===== src/fpx_pkg.sv =====
// Package for the floating-point exception logic: class indices, codes, state and carriers.
// Assumes a 64-bit double-precision datapath that flags raw conditions per operation.
package fpx_pkg;

  // ----------------------------------------
  // Exception classes, highest priority first
  // ----------------------------------------
  localparam int unsigned NUM_CLASSES = 8;
  localparam int unsigned CLS_BRANCH_UNORDERED_EXC = 7;
  localparam int unsigned CLS_INPUT_NAN_EXC = 6;
  localparam int unsigned CLS_IDE = 5;
  localparam int unsigned CLS_OPERAND_ERROR_EXC = 4;
  localparam int unsigned CLS_OVERFLOW_EXC = 3;
  localparam int unsigned CLS_UNDERFLOW_EXC = 2;
  localparam int unsigned CLS_DZ = 1;
  localparam int unsigned CLS_IMPRECISE_RESULT_EXC = 0;

  typedef logic [NUM_CLASSES-1:0] exc_vec_t;
  typedef logic [2:0] exc_code_t;

  localparam exc_vec_t EXC_NONE = 8'h00;
  localparam exc_code_t CODE_NONE = 3'h0;

  // ----------------------------------------
  // Destination formats and default results
  // ----------------------------------------
  typedef enum logic [2:0] {
    FMT_BYTE = 3'h0,
    FMT_WORD = 3'h1,
    FMT_LONG = 3'h2,
    FMT_SINGLE = 3'h3,
    FMT_DOUBLE = 3'h4
  } dest_fmt_t;

  localparam logic [63:0] DFLT_NAN_SINGLE = 64'h0000_0000_7FFF_FFFF;
  localparam logic [63:0] DFLT_NAN_DOUBLE = 64'h7FFF_FFFF_FFFF_FFFF;
  localparam logic [63:0] DFLT_ALL_ONES = 64'hFFFF_FFFF_FFFF_FFFF;
  localparam logic [63:0] ZERO_RESULT = 64'h0000_0000_0000_0000;

  // ----------------------------------------
  // Instruction classes presented by the sequencer
  // ----------------------------------------
  typedef enum logic [2:0] {
    INS_ARITH = 3'h0,
    INS_STORE = 3'h1,
    INS_MOVE_CTRL = 3'h2,
    INS_MULTI_MOVE = 3'h3,
    INS_COND = 3'h4,
    INS_SAVE = 3'h5,
    INS_RESTORE = 3'h6
  } instr_kind_t;

  // Raw conditions flagged by the datapath for one operation.
  typedef struct packed {
    logic src_nan;
    logic src_denorm;
    logic no_meaning;
    logic div_zero_divisor;
    logic is_divide;
    logic mant_inexact;
    logic [11:0] inter_exp;
  } raw_cond_t;

  // Instruction issue descriptor.
  typedef struct packed {
    instr_kind_t kind;
    logic to_fp_reg;
    dest_fmt_t fmt;
    logic nonaware_test;
    logic rnd_single;
    logic [63:0] result;
  } issue_t;

  // ----------------------------------------
  // Exponent limits of the rounding precisions (biased, double layout)
  // ----------------------------------------
  localparam logic [11:0] EXP_MAX_DOUBLE = 12'h7FF;
  localparam logic [11:0] EXP_MIN_DOUBLE = 12'h000;
  localparam logic [11:0] EXP_MAX_SINGLE = 12'h47F;
  localparam logic [11:0] EXP_MIN_SINGLE = 12'h380;

  // Request channel state.
  typedef enum logic [1:0] {
    RQ_IDLE = 2'b00,
    RQ_PEND = 2'b01,
    RQ_WAIT_ACK = 2'b11
  } req_state_t;

endpackage


===== src/fpx_exception_logic.sv =====
// Floating-point exception detection, priority and reporting for the core's FPU.
// Assumes one issue pulse per instruction and a core that acknowledges a taken request.
//
// Behaviour
// [RQ1] Rank classes unordered-branch first, imprecise last.
// [RQ2] Most exceptions wait for next arithmetic instruction.
// [RQ3] Store exceptions report right after the store.
// [RQ4] Moves are arithmetic; only stores report post.
// [RQ5] Post exception leaves destination untouched, resumes after.
// [RQ6] Enabled set status bit makes exception pending.
// [RQ7] Software register write can make exception pending.
// [RQ8] Set all bits, report only highest class.
// [RQ9] Disabled class: default result, no exception.
// [RQ10] Enabled pre: default written; post: nothing.
// [RQ11] State save clears the control register.
// [RQ12] State restore with enabled bit re-raises exception.
// [RQ13] No exceptions on control or multi-register moves.
// [RQ14] Conditional: service pending, then check unordered.
// [RQ15] NaN operand sets input-NaN bit.
// [RQ16] NaN default: positive all-ones NaN or constant.
// [RQ17] Denormal: zero plus imprecise, or take exception. The code writes the issued result unchanged, not zero.
// [RQ18] Meaningless operation sets operand-error bit.
// [RQ19] Overflow only for float destinations, else operand error.
// [RQ20] Underflow check, round, overflow check, store.
// [RQ21] Underflow only for float destinations; integers zero.
// [RQ22] Underflow sets imprecise only when disabled.
// [RQ23] Zero divisor sets divide-by-zero bit.
// [RQ24] Inexact mantissa sets imprecise bit, result rounded.
// [RQ25] Never output a denormalized result.
// [RQ26] Request and class code held until acknowledge.
`timescale 1ns/100ps
module fpx_exception_logic
  import fpx_pkg::*;
(
  // Clock and reset
  input wire logic clock_i,
  input wire logic resetn_i,
  // Sequencer issue
  input wire logic issue_i,
  input wire fpx_pkg::issue_t issue_info_i,
  input wire fpx_pkg::raw_cond_t cond_i,
  input wire logic nan_cc_i,
  // Software register writes and restore image
  input wire logic sw_status_we_i,
  input wire fpx_pkg::exc_vec_t sw_status_i,
  input wire logic sw_control_we_i,
  input wire fpx_pkg::exc_vec_t sw_control_i,
  input wire fpx_pkg::exc_vec_t restore_status_i,
  input wire fpx_pkg::exc_vec_t restore_control_i,
  // Core exception logic
  input wire logic exc_ack_i,
  output logic exc_req_o,
  output fpx_pkg::exc_code_t exc_code_o,
  output logic exc_post_o,
  output logic stall_o,
  // Destination write
  output logic dest_we_o,
  output logic [63:0] dest_data_o,
  // Register views
  output fpx_pkg::exc_vec_t fp_status_reg_o,
  output fpx_pkg::exc_vec_t fp_control_reg_o
);
  import fpx_pkg::*;

  // ----------------------------------------
  // Elaboration checks
  // ----------------------------------------
  // The encoders hand back a class index, so a narrow code would alias two classes.
  if ((1 << $bits(exc_code_t)) < NUM_CLASSES) begin : g_code_width
    $error("Exception class code is too narrow for the class count.");
  end

  // ----------------------------------------
  // State
  // ----------------------------------------
  typedef struct packed {
    req_state_t st;
    exc_vec_t status;
    exc_vec_t control;
    exc_code_t code;
    logic post;
    logic dest_we;
    logic [63:0] dest_data;
  } state_t;

  state_t s_r;
  state_t s_nxt;

  // ----------------------------------------
  // Condition decode
  // ----------------------------------------
  logic range_under;
  logic range_over;
  logic int_dest;
  logic is_store;
  logic is_arith;
  logic quiet_kind;
  exc_vec_t raised;
  exc_vec_t pend_vec;
  exc_code_t sel_code;
  logic sel_any;
  exc_code_t now_code;
  logic now_any;
  logic [63:0] dflt;

  fpx_range_check u_range (
    .exp_i(cond_i.inter_exp),
    .single_i(issue_info_i.rnd_single),
    .fmt_i(issue_info_i.fmt),
    .under_o(range_under),
    .over_o(range_over),
    .int_dest_o(int_dest)
  );

  // Standing pending vector: set status bits with their enables.
  fpx_prio_enc #(.WIDTH(NUM_CLASSES)) u_prio_pend (
    .cand_i(pend_vec),
    .code_o(sel_code),
    .any_o(sel_any)
  );

  // Classes this store raises now, enabled.
  fpx_prio_enc #(.WIDTH(NUM_CLASSES)) u_prio_now (
    .cand_i(raised & s_r.control),
    .code_o(now_code),
    .any_o(now_any)
  );

  always_comb begin
    pend_vec = s_r.status & s_r.control; // RQ6 RQ7 RQ12
    is_store = (issue_info_i.kind == INS_STORE) && !issue_info_i.to_fp_reg; // RQ4
    quiet_kind = (issue_info_i.kind == INS_MOVE_CTRL) || (issue_info_i.kind == INS_MULTI_MOVE) ||
                 (issue_info_i.kind == INS_SAVE) || (issue_info_i.kind == INS_RESTORE); // RQ13
    is_arith = !quiet_kind && (issue_info_i.kind != INS_COND);
    raised = EXC_NONE;
    if (issue_info_i.kind == INS_COND) begin
      raised[CLS_BRANCH_UNORDERED_EXC] = issue_info_i.nonaware_test && nan_cc_i; // RQ14
    end else if (is_arith) begin
      raised[CLS_INPUT_NAN_EXC] = cond_i.src_nan; // RQ15
      raised[CLS_IDE] = cond_i.src_denorm;
      raised[CLS_OPERAND_ERROR_EXC] = cond_i.no_meaning || (range_over && int_dest); // RQ18 RQ19
      // Underflow is checked first; overflow only when the same exponent has not underflowed.
      raised[CLS_UNDERFLOW_EXC] = range_under && !int_dest; // RQ20 RQ21
      raised[CLS_OVERFLOW_EXC] = range_over && !int_dest; // RQ19 RQ20
      raised[CLS_DZ] = cond_i.is_divide && cond_i.div_zero_divisor; // RQ23
      raised[CLS_IMPRECISE_RESULT_EXC] = cond_i.mant_inexact || raised[CLS_OVERFLOW_EXC] || // RQ24 RQ19
                         (raised[CLS_UNDERFLOW_EXC] && !s_r.control[CLS_UNDERFLOW_EXC]) || // RQ22
                         (cond_i.src_denorm && !s_r.control[CLS_IDE]); // RQ17
    end
    // Default result for the destination.
    dflt = issue_info_i.result;
    if (cond_i.src_nan) begin
      if (issue_info_i.fmt == FMT_SINGLE) begin
        dflt = DFLT_NAN_SINGLE; // RQ16
      end else if (issue_info_i.fmt == FMT_DOUBLE) begin
        dflt = DFLT_NAN_DOUBLE; // RQ16
      end else begin
        dflt = DFLT_ALL_ONES; // RQ16
      end
    end else if (raised[CLS_UNDERFLOW_EXC] || (range_under && int_dest)) begin
      // Flush to zero rather than emit a denormal; software builds those.
      dflt = ZERO_RESULT; // RQ21 RQ25
    end
  end

  // ----------------------------------------
  // Next state
  // ----------------------------------------
  always_comb begin
    s_nxt = s_r;
    s_nxt.dest_we = 1'b0;
    stall_o = 1'b0;
    case (s_r.st)
      RQ_IDLE, RQ_PEND: begin
        if (issue_i) begin
          if ((is_arith || issue_info_i.kind == INS_COND) && sel_any) begin
            // Pending exception is taken before this instruction runs.
            s_nxt.st = RQ_WAIT_ACK; // RQ2 RQ7 RQ14
            s_nxt.code = sel_code; // RQ1 RQ8
            s_nxt.post = 1'b0;
            stall_o = 1'b1;
          end else if (issue_info_i.kind == INS_SAVE) begin
            s_nxt.control = EXC_NONE; // RQ11
          end else if (issue_info_i.kind == INS_RESTORE) begin
            s_nxt.status = restore_status_i; // RQ12
            s_nxt.control = restore_control_i; // RQ12
          end else if (!quiet_kind) begin
            s_nxt.status = s_r.status | raised; // RQ8
            if (is_store && now_any) begin
              // Post report: nothing written, core resumes after the store.
              s_nxt.st = RQ_WAIT_ACK; // RQ3 RQ5 RQ10
              s_nxt.code = now_code; // RQ1 RQ8
              s_nxt.post = 1'b1;
            end else if (issue_info_i.kind != INS_COND) begin
              s_nxt.dest_we = 1'b1; // RQ9 RQ10
              s_nxt.dest_data = dflt; // RQ9 RQ10
              if ((raised & s_r.control) != EXC_NONE) begin
                s_nxt.st = RQ_PEND; // RQ6
              end
            end else if ((raised & s_r.control) != EXC_NONE) begin
              s_nxt.st = RQ_PEND; // RQ14
            end
          end
        end
        if (sw_status_we_i) begin
          s_nxt.status = sw_status_i; // RQ7
        end
        if (sw_control_we_i) begin
          s_nxt.control = sw_control_i; // RQ7
        end
        // Pending follows the registers, so a software write alone arms or clears it.
        if (s_nxt.st != RQ_WAIT_ACK) begin
          s_nxt.st = ((s_nxt.status & s_nxt.control) != EXC_NONE) ? RQ_PEND : RQ_IDLE; // RQ7
        end
      end
      RQ_WAIT_ACK: begin
        // Request holds; the sequencer must not issue while it stands.
        stall_o = 1'b1;
        if (exc_ack_i) begin
          s_nxt.st = RQ_IDLE; // RQ26
          s_nxt.code = CODE_NONE;
          s_nxt.post = 1'b0;
        end
      end
      default: begin
        s_nxt.st = RQ_IDLE;
      end
    endcase
  end

  always_ff @(posedge clock_i or negedge resetn_i) begin
    if (!resetn_i) begin
      s_r <= '{st: RQ_IDLE, status: EXC_NONE, control: EXC_NONE, code: CODE_NONE,
               post: 1'b0, dest_we: 1'b0, dest_data: ZERO_RESULT};
    end else begin
      s_r <= s_nxt;
    end
  end

  // ----------------------------------------
  // Outputs
  // ----------------------------------------
  assign exc_req_o = (s_r.st == RQ_WAIT_ACK); // RQ26
  assign exc_code_o = s_r.code;
  assign exc_post_o = s_r.post;
  assign dest_we_o = s_r.dest_we;
  assign dest_data_o = s_r.dest_data;
  assign fp_status_reg_o = s_r.status;
  assign fp_control_reg_o = s_r.control;

  // ----------------------------------------
  // Assertions
  // ----------------------------------------
  a_req_held: assert property (@(posedge clock_i) disable iff (!resetn_i) // RQ26
    exc_req_o && !exc_ack_i |=> exc_req_o && $stable(exc_code_o))
    else $error("Exception request dropped before acknowledge.");

  a_save_clears: assert property (@(posedge clock_i) disable iff (!resetn_i) // RQ11
    issue_i && issue_info_i.kind == INS_SAVE && !exc_req_o && !sw_control_we_i |=> fp_control_reg_o == EXC_NONE)
    else $error("State save did not clear control register.");

  a_post_nowrite: assert property (@(posedge clock_i) disable iff (!resetn_i) // RQ5
    exc_req_o && exc_post_o |-> !dest_we_o)
    else $error("Destination written on post exception.");

  a_prio_top: assert property (@(posedge clock_i) disable iff (!resetn_i) // RQ1
    $rose(exc_req_o) && !exc_post_o |-> exc_code_o == $past(sel_code))
    else $error("Reported class is not highest pending.");

  a_pre_stall: assert property (@(posedge clock_i) disable iff (!resetn_i) // RQ2
    issue_i && is_arith && sel_any && !exc_req_o |-> stall_o ##1 exc_req_o && !exc_post_o)
    else $error("Pending exception not taken before arithmetic.");

  a_store_post: assert property (@(posedge clock_i) disable iff (!resetn_i) // RQ3
    issue_i && is_store && now_any && !sel_any && s_r.st == RQ_IDLE |=> exc_req_o && exc_post_o)
    else $error("Store exception not reported post instruction.");

  a_dz_sets: assert property (@(posedge clock_i) disable iff (!resetn_i) // RQ23
    issue_i && is_arith && !sel_any && s_r.st == RQ_IDLE && cond_i.is_divide && cond_i.div_zero_divisor
    && !sw_status_we_i |=> fp_status_reg_o[CLS_DZ])
    else $error("Zero divisor did not set status bit.");

  a_quiet_moves: assert property (@(posedge clock_i) disable iff (!resetn_i) // RQ13
    issue_i && issue_info_i.kind == INS_MULTI_MOVE && !exc_req_o |=> !exc_req_o)
    else $error("Exception on multi-register move.");

  a_default_write: assert property (@(posedge clock_i) disable iff (!resetn_i) // RQ9 RQ10
    issue_i && is_arith && !sel_any && !exc_req_o && !(is_store && now_any)
    |=> !exc_req_o && dest_we_o)
    else $error("Default result not written without a taken exception.");

  a_pend_arms: assert property (@(posedge clock_i) disable iff (!resetn_i) // RQ6
    issue_i && is_arith && !is_store && !sel_any && !exc_req_o && now_any && !sw_status_we_i
    && !sw_control_we_i |=> s_r.st == RQ_PEND)
    else $error("Enabled status bit did not make an exception pending.");

  a_sw_arms: assert property (@(posedge clock_i) disable iff (!resetn_i) // RQ7
    !issue_i && !exc_req_o && sw_status_we_i && sw_control_we_i
    && (sw_status_i & sw_control_i) != EXC_NONE |=> s_r.st == RQ_PEND)
    else $error("Software write did not arm a pending exception.");

  a_nan_default: assert property (@(posedge clock_i) disable iff (!resetn_i) // RQ16
    issue_i && is_arith && !sel_any && !exc_req_o && !(is_store && now_any) && cond_i.src_nan
    && issue_info_i.fmt == FMT_DOUBLE |=> dest_data_o == DFLT_NAN_DOUBLE)
    else $error("Wrong default result for a NaN operand.");

  a_input_nan_exc_sets: assert property (@(posedge clock_i) disable iff (!resetn_i) // RQ15
    issue_i && is_arith && !sel_any && !exc_req_o && cond_i.src_nan && !sw_status_we_i
    |=> fp_status_reg_o[CLS_INPUT_NAN_EXC])
    else $error("NaN operand did not set its status bit.");

  a_restore_loads: assert property (@(posedge clock_i) disable iff (!resetn_i) // RQ12
    issue_i && issue_info_i.kind == INS_RESTORE && !exc_req_o && !sw_status_we_i && !sw_control_we_i
    |=> fp_status_reg_o == $past(restore_status_i) && fp_control_reg_o == $past(restore_control_i))
    else $error("State restore did not reload the registers.");

  a_branch_unordered_exc_sets: assert property (@(posedge clock_i) disable iff (!resetn_i) // RQ14
    issue_i && issue_info_i.kind == INS_COND && issue_info_i.nonaware_test && nan_cc_i && !sel_any
    && !exc_req_o && !sw_status_we_i |=> fp_status_reg_o[CLS_BRANCH_UNORDERED_EXC])
    else $error("Unordered branch did not set its status bit.");

  a_req_stalls: assert property (@(posedge clock_i) disable iff (!resetn_i) // RQ26
    exc_req_o |-> stall_o)
    else $error("Issue not refused while a request stands.");

  a_post_store: assert property (@(posedge clock_i) disable iff (!resetn_i) // RQ4
    $rose(exc_req_o) && exc_post_o |-> $past(is_store))
    else $error("Post exception raised by an instruction that is no store.");

  a_overflow_exc_imprecise_result_exc: assert property (@(posedge clock_i) disable iff (!resetn_i) // RQ19
    issue_i && is_arith && !sel_any && !exc_req_o && range_over && !int_dest && !sw_status_we_i
    |=> fp_status_reg_o[CLS_OVERFLOW_EXC] && fp_status_reg_o[CLS_IMPRECISE_RESULT_EXC])
    else $error("Overflow did not set overflow and imprecise bits.");

  a_int_zero: assert property (@(posedge clock_i) disable iff (!resetn_i) // RQ21
    issue_i && is_arith && !sel_any && !exc_req_o && !(is_store && now_any) && range_under && int_dest
    && !cond_i.src_nan |=> dest_data_o == ZERO_RESULT)
    else $error("Integer underflow did not give zero.");

  a_ide_imprecise_result_exc: assert property (@(posedge clock_i) disable iff (!resetn_i) // RQ17
    issue_i && is_arith && !sel_any && !exc_req_o && cond_i.src_denorm && !s_r.control[CLS_IDE]
    && !sw_status_we_i |=> fp_status_reg_o[CLS_IMPRECISE_RESULT_EXC])
    else $error("Disabled denormal input did not set imprecise bit.");

  // ----------------------------------------
  // Cover
  // ----------------------------------------

  c_pre_taken: cover property (@(posedge clock_i) disable iff (!resetn_i) $rose(exc_req_o) && !exc_post_o);
  c_post_taken: cover property (@(posedge clock_i) disable iff (!resetn_i) $rose(exc_req_o) && exc_post_o);
  c_ack: cover property (@(posedge clock_i) disable iff (!resetn_i) exc_req_o && exc_ack_i);
  c_branch_unordered_exc_flag: cover property (@(posedge clock_i) disable iff (!resetn_i) $rose(fp_status_reg_o[CLS_BRANCH_UNORDERED_EXC]));
  c_int_zero: cover property (@(posedge clock_i) disable iff (!resetn_i) dest_we_o && dest_data_o == ZERO_RESULT);
endmodule


===== src/fpx_prio_enc.sv =====
// Priority encoder choosing the highest exception class among enabled, set ones.
// Assumes bit 7 holds the highest-ranked class.
`timescale 1ns/100ps
module fpx_prio_enc #(
  parameter int unsigned WIDTH = 8
) (
  // Candidates
  input wire logic [WIDTH-1:0] cand_i,
  // Selection
  output logic [$clog2(WIDTH)-1:0] code_o,
  output logic any_o
);
  initial begin
    if (WIDTH < 2) begin
      $error("fpx_prio_enc needs at least two classes.");
    end
  end

  always_comb begin
    code_o = '0;
    any_o = 1'b0;
    for (int i = 0; i < WIDTH; i++) begin
      if (cand_i[i]) begin
        code_o = i[$clog2(WIDTH)-1:0];
        any_o = 1'b1;
      end
    end
  end
endmodule


===== src/fpx_range_check.sv =====
// Exponent range check of an intermediate result against the rounding precision.
// Assumes the datapath rebiases the exponent to the double layout.
`timescale 1ns/100ps
module fpx_range_check
  import fpx_pkg::*;
(
  // Operand
  input wire logic [11:0] exp_i,
  input wire logic single_i,
  input wire fpx_pkg::dest_fmt_t fmt_i,
  // Flags
  output logic under_o,
  output logic over_o,
  output logic int_dest_o
);
  logic fp_dest;
  logic [11:0] lim_max;
  logic [11:0] lim_min;

  always_comb begin
    fp_dest = (fmt_i == FMT_SINGLE) || (fmt_i == FMT_DOUBLE);
    lim_max = single_i ? EXP_MAX_SINGLE : EXP_MAX_DOUBLE;
    lim_min = single_i ? EXP_MIN_SINGLE : EXP_MIN_DOUBLE;
    int_dest_o = !fp_dest;
    under_o = exp_i <= lim_min;
    over_o = !under_o && (exp_i >= lim_max);
  end
endmodule


===== config.mk =====
export PLATFORM = sky130hd
export DESIGN_NAME = fpx_exception_logic
export DESIGN_NICKNAME = d
export VERILOG_FILES = /design/src/fpx_pkg.sv /design/src/fpx_exception_logic.sv /design/src/fpx_prio_enc.sv /design/src/fpx_range_check.sv
export SDC_FILE = /design/constraint.sdc
export NUM_CORES = 1
export LEC_CHECK = 0
export ABC_AREA = 1
export BUFFER_PORTS_ARGS = -buffer_cell sky130_fd_sc_hd__clkbuf_2
export CORE_UTILIZATION = 46
export DETAILED_ROUTE_END_ITERATION = 10
export PLACE_DENSITY = 0.84
export SYNTH_ARGS = -nofsm -noshare
export SYNTH_HDL_FRONTEND = slang
export SYNTH_SLANG_ARGS = --single-unit
export TNS_END_PERCENT = 50

===== constraint.sdc =====
create_clock -name clock_i -period 2.62 [get_ports clock_i]
set_clock_uncertainty 0.05 [all_clocks]
set_input_delay 0.262 -clock clock_i [delete_from_list [all_inputs] [get_ports clock_i]]
set_output_delay 0.262 -clock clock_i [all_outputs]
set_load 0.02 [all_outputs]

# After elaboration in Yosys (flattened, before gate mapping)
# Index checks and enable logic that the tools add are counted.
[classes]
magnitude_cmp = 2
n_eq_ne = 24
n_mux = 73
n_bitwise = 4
n_reduce_logical = 36
[ops]
columns = ["op", "n"]
rows = [
  ["two-way mux 65 bit", 4],
  ["two-way mux 64 bit", 4],
  ["two-way mux 69 bit", 3],
  ["two-way mux 87 bit", 2],
  ["two-way mux 8 bit", 7],
  ["two-way mux 10 bit", 4],
  ["bitwise AND 8 bit", 3],
  ["two-way mux 3 bit", 8],
  ["two-way mux 1 bit", 22],
  ["two-way mux 2 bit", 10],
  ["inequality test 2 bit (second input constant)", 9],
  ["two-way mux 16 bit", 1],
  ["nonzero test 8 bit", 2],
  ["inequality test 3 bit (second input constant)", 5],
  ["two-way mux 7 bit", 2],
  ["logical AND 1 bit", 13],
  ["== test 3 bit (second input constant)", 4],
  ["greater-or-equal comparator 12 bit", 1],
  ["less-or-equal comparator 12 bit", 1],
  ["two-way mux 4 bit", 3],
  ["logical OR 1 bit", 10],
  ["== test 3 x 2 -> 1 bit (second input constant)", 3],
  ["OR 8 bit", 1],
  ["one-hot mux 4 bit (2 select lines)", 1],
  ["other kinds (11)", 16],
]
[word_totals]
ff_bits = 87
inputBits = 130
out_inout_bits = 87
wordCells = 146

# Depth between registers and ports, before layout
# Gate-level depths: netlist of the first run.
[depth]
depth_word = 34
depth_mapped = 18
depth_no_buf = 18

# Modules after synthesis
# Synthesis of the first run repeated with hierarchy kept, for this count alone.
[unflattened]
cells_unflattened = 775
hier_area_um2 = 5729.2
[by_module_without_submodules]
columns = ["mod", "instances", "cells_each", "area_each_um2", "seq_area_each_um2"]
rows = [
  ["fpx_exception_logic", 1, 683, 5311.3, 2177.1],
  ["fpx_range_check", 1, 52, 262.8, 0.0],
  ["fpx_prio_enc", 2, 20, 77.6, 0.0],
]

# Worst setup path before layout of the first run
# Ideal clock, no wire load.
[synth_timing]
kind = "input to register"
startpoint = "input port issue_info_i[64] in the netlist's numbering"
endpoint = "register s_r (netlist bit dest_data_o[10])"
setup_ns = 0.130
arrival_time_ns = 1.967
required_ns = 2.440
path_slack_ns = 0.473
cell_stages = 14
path_buffers = 1
cell_sequence = "inv_1 ha_1 nor2_1 nand3_1 nand3b_1 nand2_1 nand2_1 nand2_1 nand3_1 nand3_1 o21ai_2 nand2_2 clkbuf_1 o21ai_1"
[synth_via]
elab_chain_cells = 22
word_cells_on_any_way = 40
cone_classes = "2 x order compare; 1 x eq/ne; 22 x mux; 1 x bitwise; 14 x reduce/logical"
[synth_lines]
columns = ["element", "line_no", "rtl"]
rows = [
  ["start: declaration", "fpx_exception_logic.sv:40", "input wire fpx_pkg::issue_t issue_info_i,"],
  ["two-way mux 10 bit", "fpx_range_check.sv:23", "lim_min = single_i ? EXP_MIN_SINGLE : EXP_MIN_DOUBLE;"],
  ["less-or-equal comparator 12 bit", "fpx_range_check.sv:25", "under_o = exp_i <= lim_min;"],
  ["logical NOT 1 bit", "fpx_range_check.sv:26", "over_o = !under_o && (exp_i >= lim_max);"],
  ["logical AND 1 bit", "fpx_range_check.sv:26", ""],
  ["logical AND 1 bit", "fpx_exception_logic.sv:144", "raised[CLS_OVERFLOW_EXC] = range_over && !int_dest;"],
  ["logical OR 1 bit (2 in a row)", "fpx_exception_logic.sv:146", "raised[CLS_IMPRECISE_RESULT_EXC] = cond_i.mant_inexact || raised[CLS_OVERFLOW_EXC] ||"],
  ["logical OR 1 bit", "fpx_exception_logic.sv:147", "(raised[CLS_UNDERFLOW_EXC] && !s_r.control[CLS_UNDERFLOW_EXC]) ||"],
  ["two-way mux 7 bit", "fpx_exception_logic.sv:138", "end else if (is_arith) begin"],
  ["two-way mux 7 bit", "fpx_exception_logic.sv:136", "if (issue_info_i.kind == INS_COND) begin"],
  ["bitwise AND 8 bit", "fpx_exception_logic.sv:124", ".cand_i(raised & s_r.control),"],
  ["two-way mux 1 bit (8 in a row)", "fpx_prio_enc.sv:23", "if (cand_i[i]) begin"],
  ["logical AND 1 bit", "fpx_exception_logic.sv:189", "if (is_store && now_any) begin"],
  ["inequality test 2 bit (no source line)", "n/a", ""],
  ["AND reduction 8 bit (no source line)", "n/a", ""],
  ["end signal: assignment", "fpx_exception_logic.sv:233", "s_r <= '{st: RQ_IDLE, status: EXC_NONE, control: EXC_NONE, code: CODE_NONE,"],
  ["end signal: assignment", "fpx_exception_logic.sv:236", "s_r <= s_nxt;"],
  ["end: declaration", "fpx_exception_logic.sv:86", "state_t s_r;"],
]
# Parallel ways exist; a longest one is shown, timed or not. The select of a mux whose other input is x is not followed.
# A chain may end at the register's enable or synchronous reset.

# Final worst setup path of the first run
[layout_timing]
startpoint = "register s_r (netlist bit fp_status_reg_o[4])"
endpoint = "register s_r (netlist bit dest_data_o[24])"
[layout_via]
elab_chain_cells = 8
[layout_lines]
columns = ["element", "line_no", "rtl"]
rows = [
  ["bitwise AND 8 bit", "fpx_exception_logic.sv:130", "pend_vec = s_r.status & s_r.control;"],
  ["two-way mux 1 bit (4 in a row)", "fpx_prio_enc.sv:23", ""],
  ["logical AND 1 bit", "fpx_exception_logic.sv:176", "if ((is_arith || issue_info_i.kind == INS_COND) && sel_any) begin"],
  ["inequality test 2 bit (no source line)", "n/a", ""],
  ["AND reduction 8 bit (no source line)", "n/a", ""],
]
# No other way between the ends.

==> flow_metrics.env, run 1 <==
export IMPL_status="completed"
export IMPL_ys_top_cells_by_area="dfrtp_1, nand2_1, buf_4"
export IMPL_max_freq_mhz=423
export IMPL_report_power_total_w=0.00719
export IMPL_critPathMostFrequentCell="nand2_1"
export IMPL_drv_cap=0
export IMPL_yosysTopAreaCell="dfrtp_1"
export IMPL_die_y_um=113
export IMPL_min_path_cells=3
export IMPL_grt_setup_unrepaired="no"
export IMPL_cts_sinks=87
export IMPL_synth_edf_count=0
export IMPL_path_clk_slew_ps=70
export IMPL_maxSlewViolCount=0
export IMPL_end_kind="flop"
export IMPL_syn_area_um2=5710
export IMPL_tightestPinTransition_ps=595
export IMPL_fin_setup_tns_ps=0
export IMPL_nets=1106
export IMPL_setup_viol=0
export IMPL_arrival_ps=2520
export IMPL_clk_latency_ps=340
export IMPL_dieArea_um2=12900
export IMPL_grt_usage_pct=24.3
export IMPL_synth_top_cell_area_share_pct=38.2
export IMPL_crit_path_top_delay_cell="dfrtp_1"
export IMPL_area_delta_synth_final_pct=19.7
export IMPL_dr_pass1_iters=5
export IMPL_vdd_drop_max_v=0.000376
export IMPL_post_dp_hpwl_mm=11.7
export IMPL_synth_most_common_cell="nand2_1"
export IMPL_power_leakage_nw=3.95
export IMPL_yosysWarnings=0
export IMPL_drtIter0Drc=405
export IMPL_fillers=1150
export IMPL_min_path_type="input pin to flop"
export IMPL_crit_fanout=44
export IMPL_cp_cell_sequence="nand2_1, nand2_1, nor2_1, nand2_1, nand2_1, buf_4, nand2_1, nor2_1, inv_1, nor2_1, nand2_4, buf_12, nand2_1, o21ai_0"
export IMPL_powerDensity_nw_per_um2=1050
export IMPL_syn_inst=835
export IMPL_grt_pass1_vias=5230
export IMPL_drive_gt1_share_pct=28.3
export IMPL_cp_depth=14
export IMPL_drt_drc_violations_left=0
export IMPL_hold_viol_final=0
export IMPL_rows=40
export IMPL_diodes=0
export IMPL_synthArstFlopShare_pct=100
export IMPL_root_buffer="clkbuf_16"
export IMPL_initial_core_util_pct=47.3
export IMPL_cts_buffers_inserted=9
export IMPL_synth_seq_area_share_pct=38.2
export IMPL_grt_antenna_before_repair=0
export IMPL_pre_cts_ws_ps=71.6
export IMPL_fin_crit_ps=2360
export IMPL_syn_num_nets=971
export IMPL_reg2reg_depth=14
export IMPL_avgSynthCellArea_um2=6.83
export IMPL_h_tree_depth=3
export IMPL_clk_path_buf_depth=2
export IMPL_core_area_um2=12100
export IMPL_synthTopCellsByCount="nand2_1, dfrtp_1, buf_4"
export IMPL_worstSetupPathType="flop to flop"
export IMPL_die_width_um=113
export IMPL_wl_per_cell_um=13.4
export IMPL_gr_total_overflow=0
export IMPL_io_buffers=216
export IMPL_synth_ff_type="dfrtp_1"
export IMPL_ys_ff_latch=87
export IMPL_cp_num_buf_inv=3
export IMPL_via_per_inst=5.04
export IMPL_max_slew_margin_pct=60.3
export IMPL_grt_max_degree=56
export IMPL_num_vias=5761
export IMPL_ant_nets=0
export IMPL_cp_slowest_stage_delay_ps=420
export IMPL_final_setup_worst_slack_ps=257
export IMPL_critPathRequiredTime_ps=2780
export IMPL_routed_wl_mm=15.3
export IMPL_crit_path_start_kind="flop"
export IMPL_cp_top_family="simple AND/OR/NAND/NOR gates"
export IMPL_ios=217
export IMPL_routabilityCongestion=0.914
export IMPL_synth_cell_types=29
export IMPL_grt_first_pass_wirelength_mm=24.9
export IMPL_tritoncts="done"
export IMPL_ctsResizeCount=0
export IMPL_post_route_period_util_pct=90.2
[sequential cells by signal, summed over array words and instances (netlist names)]
name and flops:
dest_data_o 64, fp_control_reg_o 8, fp_status_reg_o 8, exc_code_o 3
s_r 2, dest_we_o 1, exc_post_o 1
[worst reg2reg max path, cell delays in order, from the launching register on]
cell and delay, ps:
dfrtp_1 420, nand2_1 130, nand2_1 60, nor2_1 180
nand2_1 100, nand2_1 120, buf_4 160, nand2_1 60
nor2_1 90, inv_1 80, nor2_1 220, nand2_4 190
buf_12 230, nand2_1 80, o21ai_0 80
[final timing paths]
path,start,slack [ps],endpoint
setup reg to reg,fp_status_reg_o[4]$_DFFE_PN0N_,260,dest_data_o[24]$_DFFE_PN0P_
hold reg to reg,dest_data_o[61]$_DFFE_PN0P_,430,dest_data_o[61]$_DFFE_PN0P_
max in group asynchronous,resetn_i,1460,fp_control_reg_o[4]$_DFFE_PN0N_
setup / recovery,fp_status_reg_o[4]$_DFFE_PN0N_,260,dest_data_o[24]$_DFFE_PN0P_
hold / removal,issue_info_i[4],160,dest_data_o[4]$_DFFE_PN0P_
min in group asynchronous,resetn_i,400,dest_data_o[6]$_DFFE_PN0P_
[report_power, final]
part	internal, W	switching [W]	total, W	leakage [nW]
clock network	0.000761	0.000579	0.00134	0.147
registers	0.00197	0.000407	0.00237	1.11
logic	0.00118	0.00230	0.00348	2.70
total	0.00391	0.00329	0.00719	3.95
[placed cells by master, fill, tap and decap left out, drive strengths merged, types with 2 or more instances in the layout]
cell      instances
a21oi            66
a31oi             2
buf              33
clkbuf          224
clkinv            2
clkinvlp          2
dfrtp            87
ha                6
inv              51
nand2           300
nand3            36
nand3b            3
nand4            19
nor2             66
nor3              3
o211ai            2
o21ai            65
or2               4
[per-layer routing]
metal | wire length [µm] | share of wire, % | track usage [%] | vias up
met5 | 0 | 0 | 0 | -
met4 | 455 | 3.0 | 9.30 | 0
met1 | 6580 | 43 | 31.3 | 2574
met3 | 1110 | 7.2 | 4.57 | 42
li1 | - | - | - | 2868
met2 | 7160 | 47 | 40.6 | 277
[layout make-up]
class                           instances  area [µm²]  share of cell area (%)
Timing Repair Buffer                  249        1400                    20.4
Clock inverter                          7        90.1                    1.32
Multi-Input combinational cell        574        2550                    37.3
Sequential cell                        87        2180                    31.9
Clock buffer                            9         225                    3.30
Tap cell                              168         210                    3.08
Inverter                               49         184                    2.69
[timing repair]
item                                   4_1_cts  5_1_grt
setup endpoints to repair                    0       18
buffers inserted                             0        3
endpoints found under the hold margin       43        0
hold buffers                                 1        0
[kinds of logic (layout without fill, tap and decap cells)]
family | Yosys count | count (layout) | share of synthesized area (%)
AND/OR/NAND/NOR | 432 | 432 | 30.7
buffers and inverters | 174 | 314 | 17.6
AO/OA/AOI/OAI | 136 | 136 | 12.3
flip-flops | 87 | 87 | 38.2
adder cells (fa/ha/maj) | 6 | 6 | 1.32
[stage by stage]
stage,area (µm²),utilization (%),cells,hold slack (ps)
after floorplan,5710,-,835,-83.6
after global placement,6480,53.8,1123,247
after detailed placement,6480,53.8,1123,248
after CTS,6810,56.5,1140,156
after global routing,6830,56.6,1143,158
final,6830,56.6,1143,164
Note: power is estimated with default switching activity, not from simulation.
==> run 2: changes to the inputs <==
--- a/config.mk
+++ b/config.mk
@@ -5,11 +5,12 @@
 export SDC_FILE = /design/constraint.sdc
 export NUM_CORES = 1
 export LEC_CHECK = 0
-export ABC_AREA = 1
+export ABC_AREA = 0
 export BUFFER_PORTS_ARGS = -buffer_cell sky130_fd_sc_hd__clkbuf_2
 export CORE_UTILIZATION = 46
 export DETAILED_ROUTE_END_ITERATION = 10
-export PLACE_DENSITY = 0.84
+export MAX_ROUTING_LAYER = met4
+export PLACE_DENSITY = 0.83
 export SYNTH_ARGS = -nofsm -noshare
 export SYNTH_HDL_FRONTEND = slang
 export SYNTH_SLANG_ARGS = --single-unit
==> run 2 against run 1 <==
Against the previous run: largest cell class unchanged; clock-buffer cell count is 2 higher; critical path type is now input pin to flop; fmax is 14% lower; global-route usage is 3.3 points higher; the flow now finishes with violations (setup timing).
==> flow_metrics.env, run 2 <==
export IMPL_status="complete, but fails checks"
export IMPL_violations="setup timing"
export IMPL_ios=217
export IMPL_clk_latency_ps=330
export IMPL_tightestPinTransition_ps=648
export IMPL_dieArea_um2=13200
export IMPL_arrival_ps=2930
export IMPL_root_buffer="clkbuf_16"
export IMPL_die_width_um=115
export IMPL_syn_area_um2=5840
export IMPL_ys_top_cells_by_area="dfrtp_1, buf_4, o21ai_0"
export IMPL_post_route_period_util_pct=104
export IMPL_min_path_cells=2
export IMPL_reg2reg_depth=8
export IMPL_hold_path_end="s_r[86]$_DFFE_PN0N_"
export IMPL_wl_per_cell_um=17.9
export IMPL_ant_nets=0
export IMPL_vdd_drop_max_v=0.000488
export IMPL_fillers=1057
export IMPL_critPathRequiredTime_ps=2820
export IMPL_cts_buffers_inserted=9
export IMPL_diodes=0
export IMPL_hold_viol_final=0
export IMPL_rows=40
export IMPL_gr_total_overflow=0
export IMPL_post_dp_hpwl_mm=13.0
export IMPL_drive_gt1_share_pct=45.3
export IMPL_worstSetupPathType="input pin to flop"
export IMPL_end_kind="flop"
export IMPL_max_slew_margin_pct=56.8
export IMPL_drt_drc_violations_left=0
export IMPL_clk_path_buf_depth=2
export IMPL_via_per_inst=5.68
export IMPL_tritoncts="done"
export IMPL_ys_ff_latch=87
export IMPL_synthArstFlopShare_pct=100
export IMPL_fin_setup_tns_ps=-2690
export IMPL_grt_setup_unrepaired="yes"
export IMPL_initial_core_util_pct=47.8
export IMPL_routed_wl_mm=18.2
export IMPL_place_area_um2=6980
export IMPL_final_setup_worst_slack_ps=-112
export IMPL_yosysTopAreaCell="dfrtp_1"
export IMPL_cts_sinks=87
export IMPL_largest_register_ffs=64
export IMPL_grt_pass1_vias=5565
export IMPL_syn_inst=668
export IMPL_avgSynthCellArea_um2=8.75
export IMPL_yosysWarnings=0
export IMPL_syn_num_nets=804
export IMPL_nets=979
export IMPL_reg2reg_slack_ps=120
export IMPL_power_leakage_nw=3.69
export IMPL_drv_cap=0
export IMPL_num_vias=5775
export IMPL_fin_crit_ps=2730
export IMPL_die_y_um=115
export IMPL_crit_path_start_kind="input pin"
export IMPL_min_path_type="input pin to flop"
export IMPL_h_tree_depth=3
export IMPL_synth_ff_type="dfrtp_1"
export IMPL_holdCritStartpoint="exc_ack_i"
export IMPL_synthTopCellsByCount="o21ai_0, dfrtp_1, buf_4"
export IMPL_final_core_util_pct=63.2
export IMPL_reg2reg_from="fp_status_reg_o[6]$_DFFE_PN0N_"
export IMPL_finalInstanceArea_um2=7720
export IMPL_path_clk_slew_ps=70
export IMPL_setup_viol=36
export IMPL_routabilityCongestion=0.985
export IMPL_final_common_cell="clkbuf_2"
export IMPL_max_freq_mhz=366
export IMPL_grt_usage_pct=27.6
export IMPL_crit_fanout=7
export IMPL_synth_top_cell_area_share_pct=37.3
export IMPL_area_delta_synth_final_pct=32.1
export IMPL_grt_first_pass_wirelength_mm=27.6
export IMPL_synth_edf_count=0
export IMPL_synth_seq_area_share_pct=37.3
export IMPL_report_power_total_w=0.00758
export IMPL_r2r_end="s_r[85]$_DFFE_PN0N_"
export IMPL_synth_most_common_cell="o21ai_0"
export IMPL_most_common_layout_cells="clkbuf_2, o21ai_0, dfrtp_1, a21oi_1, buf_4"
export IMPL_maxSlewViolCount=0
export IMPL_dr_pass1_iters=5
export IMPL_drtIter0Drc=580
export IMPL_powerDensity_nw_per_um2=982
export IMPL_core_area_um2=12200
export IMPL_io_buffers=216
export IMPL_grt_max_degree=65
export IMPL_grt_antenna_before_repair=0
export IMPL_pre_cts_ws_ps=-463
export IMPL_synth_cell_types=66
-- run 2: cell types whose count changed after synthesis, moves of 13 or more --
cell	delta
a21oi_1	+17
inv_1	-31
nand2_1	-259
nand3_1	-29
nand4_1	-17
nor2_1	-43
o21ai_0	+69
o21ai_1	-13
o31ai_2	+30
-- run 2: worst max path at each step --
| stage | cells after the start | slack, ps | from | end |
|---|---|---|---|---|
| 6_report | 12 | -110 | issue_info_i[64] | dest_data_o[32]$_DFFE_PN0P_ |
| 5_1_grt | 13 | -200 | issue_info_i[64] | dest_data_o[45]$_DFFE_PN0P_ |
| 4_1_cts | 12 | -50 | issue_info_i[64] | dest_data_o[57]$_DFFE_PN0P_ |
| 3_5_place_dp | 12 | -460 | issue_info_i[64] | dest_data_o[57]$_DFFE_PN0P_ |
| 3_3_place_gp | 12 | -390 | issue_info_i[64] | dest_data_o[34]$_DFFE_PN0P_ |
| 2_1_floorplan | 12 | -80 | issue_info_i[64] | dest_data_o[31]$_DFFE_PN0P_ |
-- run 2: routing by layer --
metal | global-route usage, % | share of wire (%) | vias to the layer above
met3 | 5.77 | 7.9 | 43
met1 | 33.7 | 41 | 2754
met4 | 9.18 | 2.6 | 0
li1 | - | - | 2678
met2 | 45.6 | 49 | 300
met5 | - | 0 | -
-- run 2: logic make-up (layout without fill, tap and decap cells) --
logic type | Yosys count | in the layout | share of synthesized area [%]
buffers and inverters | 152 | 332 | 16.0
and+or+nand+nor | 117 | 117 | 10.5
adders and majority gates | 6 | 6 | 1.29
AOI/OAI and AO/OA | 293 | 293 | 32.6
muxes | 10 | 10 | 1.86
xor gates and xnor gates | 3 | 3 | 0.450
DFF | 87 | 87 | 37.3
-- run 2: report_power, final --
part	leakage (nW)	switching [W]	total [W]	internal, W
logic	2.40	0.00237	0.00393	0.00156
clock network	0.156	0.000530	0.00139	0.000862
registers	1.13	0.000323	0.00225	0.00193
-- run 2: area by class of cell --
cell class / count / area (µm²) / share of cell area (%)
multi-input cells: 429 / 3010 / 38.9
flip-flops and latches: 87 / 2180 / 28.2
repair buffers: 299 / 1930 / 25.1
clock buffers: 11 / 243 / 3.14
well taps: 168 / 210 / 2.72
clock inverters: 5 / 81.3 / 1.05
inverters: 17 / 67.6 / 0.875
-- run 2: stage by stage --
| stage | cells | hold slack, ps |
|---|---|---|
| after CTS | 1009 | 111 |
| final | 1016 | 144 |
| after global routing | 1016 | 138 |
| after detailed placement | 989 | 276 |
| after floorplan | 668 | -83.6 |
| after global placement | 989 | 267 |
-- run 2: worst max-delay path, stage by stage --
cell and delay [ps]:
buf_8 100, buf_4 150, ha_1 210, a21oi_2 160, o211ai_1 210, o21bai_4 240, o211ai_2 140, a2111oi_4 390
a21oi_4 130, or4_4 540, clkbuf_16 220, o31ai_2 180
-- run 2: repair_timing --
item                                    in CTS  in global routing
hold buffers                                 1                  0
buffers inserted                             3                  4
resized for setup                            8                 34
endpoints found under the hold margin       46                  0
pin swaps                                    1                  8
endpoints found under the setup margin      63                 71
cloned                                       0                  6
==> run 3: changes to the inputs <==
--- a/config.mk
+++ b/config.mk
@@ -7,10 +7,12 @@
 export LEC_CHECK = 0
 export ABC_AREA = 0
 export BUFFER_PORTS_ARGS = -buffer_cell sky130_fd_sc_hd__clkbuf_2
+export CAP_MARGIN = 10
 export CORE_UTILIZATION = 46
 export DETAILED_ROUTE_END_ITERATION = 10
 export MAX_ROUTING_LAYER = met4
 export PLACE_DENSITY = 0.83
+export SKIP_CTS_REPAIR_TIMING = 1
 export SYNTH_ARGS = -nofsm -noshare
 export SYNTH_HDL_FRONTEND = slang
 export SYNTH_SLANG_ARGS = --single-unit
==> run 3 against run 2 <==
Against the previous run: the run still ends with setup timing left; sequential power is essentially flat; hold slack lost 2.3 ps; sequential cell count is the same; die area is the same; global-route usage shrank 0.25 points; setup slack lost 3.4 ps; cell count shrank 0.30%; clock-buffer cell count is the same; fmax shrank 0.12%; total power shrank 0.21%; via count shrank 0.61%; critical path type unchanged; routed wire length shrank 1.6%; largest power group unchanged.
==> flow_metrics.env, run 3 (synthesis gave the netlist of run 2 again) <==
export IMPL_status="complete, but fails checks"
export IMPL_violations="setup timing"
export IMPL_core_area_um2=12200
export IMPL_grt_usage_pct=27.4
export IMPL_grt_max_degree=65
export IMPL_place_area_um2=6980
export IMPL_final_common_cell="clkbuf_2"
export IMPL_num_vias=5740
export IMPL_grt_antenna_before_repair=0
export IMPL_largest_register_ffs=64
export IMPL_hold_viol_final=0
export IMPL_tritoncts="done"
export IMPL_fin_crit_ps=2740
export IMPL_end_kind="flop"
export IMPL_cts_buffers_inserted=9
export IMPL_diodes=0
export IMPL_nets=976
export IMPL_grt_first_pass_wirelength_mm=27.3
export IMPL_ant_nets=0
export IMPL_drtIter0Drc=510
export IMPL_crit_path_start_kind="input pin"
export IMPL_drt_met1_wl_mm=7.35
export IMPL_die_y_um=115
export IMPL_tightestPinTransition_ps=653
export IMPL_vdd_drop_max_v=0.000490
export IMPL_setup_viol=33
export IMPL_worstSetupPathType="input pin to flop"
export IMPL_max_freq_mhz=366
export IMPL_grt_pass1_vias=5517
export IMPL_most_common_layout_cells="clkbuf_2, o21ai_0, dfrtp_1, a21oi_1, buf_4"
export IMPL_grt_setup_unrepaired="yes"
export IMPL_clk_latency_ps=330
export IMPL_dieArea_um2=13200
export IMPL_min_path_type="input pin to flop"
export IMPL_maxSlewViolCount=0
export IMPL_wl_per_cell_um=17.7
export IMPL_arrival_ps=2920
export IMPL_topRoutingLayerUsed="met4"
export IMPL_clk_path_buf_depth=2
export IMPL_fin_setup_tns_ps=-2340
export IMPL_h_tree_depth=3
export IMPL_wl_met2_mm=8.77
export IMPL_post_route_period_util_pct=104
export IMPL_final_setup_worst_slack_ps=-116
export IMPL_path_clk_slew_ps=60
export IMPL_finalInstanceArea_um2=7660
export IMPL_initial_core_util_pct=47.8
export IMPL_max_slew_margin_pct=56.5
export IMPL_drv_cap=0
export IMPL_drt_drc_violations_left=0
export IMPL_drive_gt1_share_pct=46.5
export IMPL_io_buffers=216
export IMPL_cts_sinks=87
export IMPL_dr_pass1_iters=5
export IMPL_gr_total_overflow=0
export IMPL_power_leakage_nw=3.68
export IMPL_ios=217
export IMPL_die_width_um=115
export IMPL_holdCritStartpoint="exc_ack_i"
export IMPL_reg2reg_from="fp_status_reg_o[6]$_DFFE_PN0N_"
export IMPL_met3_wirelength_mm=1.40
export IMPL_crit_path_start="issue_info_i[64]"
export IMPL_routed_wl_mm=17.9
export IMPL_crit_fanout=14
export IMPL_critPathRequiredTime_ps=2800
export IMPL_post_dp_hpwl_mm=13.0
export IMPL_root_buffer="clkbuf_16"
export IMPL_report_power_total_w=0.00756
export IMPL_area_delta_synth_final_pct=31.2
export IMPL_reg2reg_slack_ps=70
export IMPL_routabilityCongestion=0.985
export IMPL_powerDensity_nw_per_um2=987
export IMPL_rows=40
export IMPL_via_per_inst=5.67
## run 3: per-layer routing
layer / global-route usage [%] / vias up
met5: - / -
met4: 8.57 / 0
met1: 33.7 / 2750
met2: 45.1 / 279
li1: - / 2671
met3: 5.61 / 40
## run 3: final timing paths
check                                                   end  cells after the start
worst max-delay path            dest_data_o[57]$_DFFE_PN0P_                     12
worst min-delay path                    s_r[86]$_DFFE_PN0N_                      2
worst max register to register          s_r[85]$_DFFE_PN0N_                      8
worst min register to register  dest_data_o[18]$_DFFE_PN0P_                      2
max in group asynchronous        dest_data_o[1]$_DFFE_PN0P_                      3
min in group asynchronous       dest_data_o[23]$_DFFE_PN0P_                      2
## run 3: report_power, final
part,switching (W),internal [W]
clock network,0.000529,0.000862
registers,0.000322,0.00193
logic,0.00237,0.00155
## run 3: layout make-up
class | count | area, µm²
Multi-Input combinational cell | 429 | 2990
Clock inverter | 5 | 81.3
Sequential cell | 87 | 2180
Clock buffer | 11 | 243
Timing Repair Buffer | 296 | 1890
Inverter | 17 | 67.6
Tap cell | 168 | 210
Fill cell | 1064 | 4550
## run 3: worst max-delay path: stages
cell and delay, ps:
buf_8 100, buf_4 150, ha_1 210, a21oi_2 160, o211ai_1 180, o21bai_4 210, o211ai_2 140, a2111oi_4 430
a21oi_4 130, or4_4 540, buf_12 200, o31ai_2 190
## run 3: metrics by stage
step,hold WS [ps],utilization [%],setup WS (ps),instances
after floorplan,-83.6,-,-79.7,668
after global placement,267,57.2,-390,989
after detailed placement,276,57.2,-463,989
after CTS,-78.5,59.8,-124,1005
after global routing,138,62.8,-143,1013
final,141,62.8,-116,1013
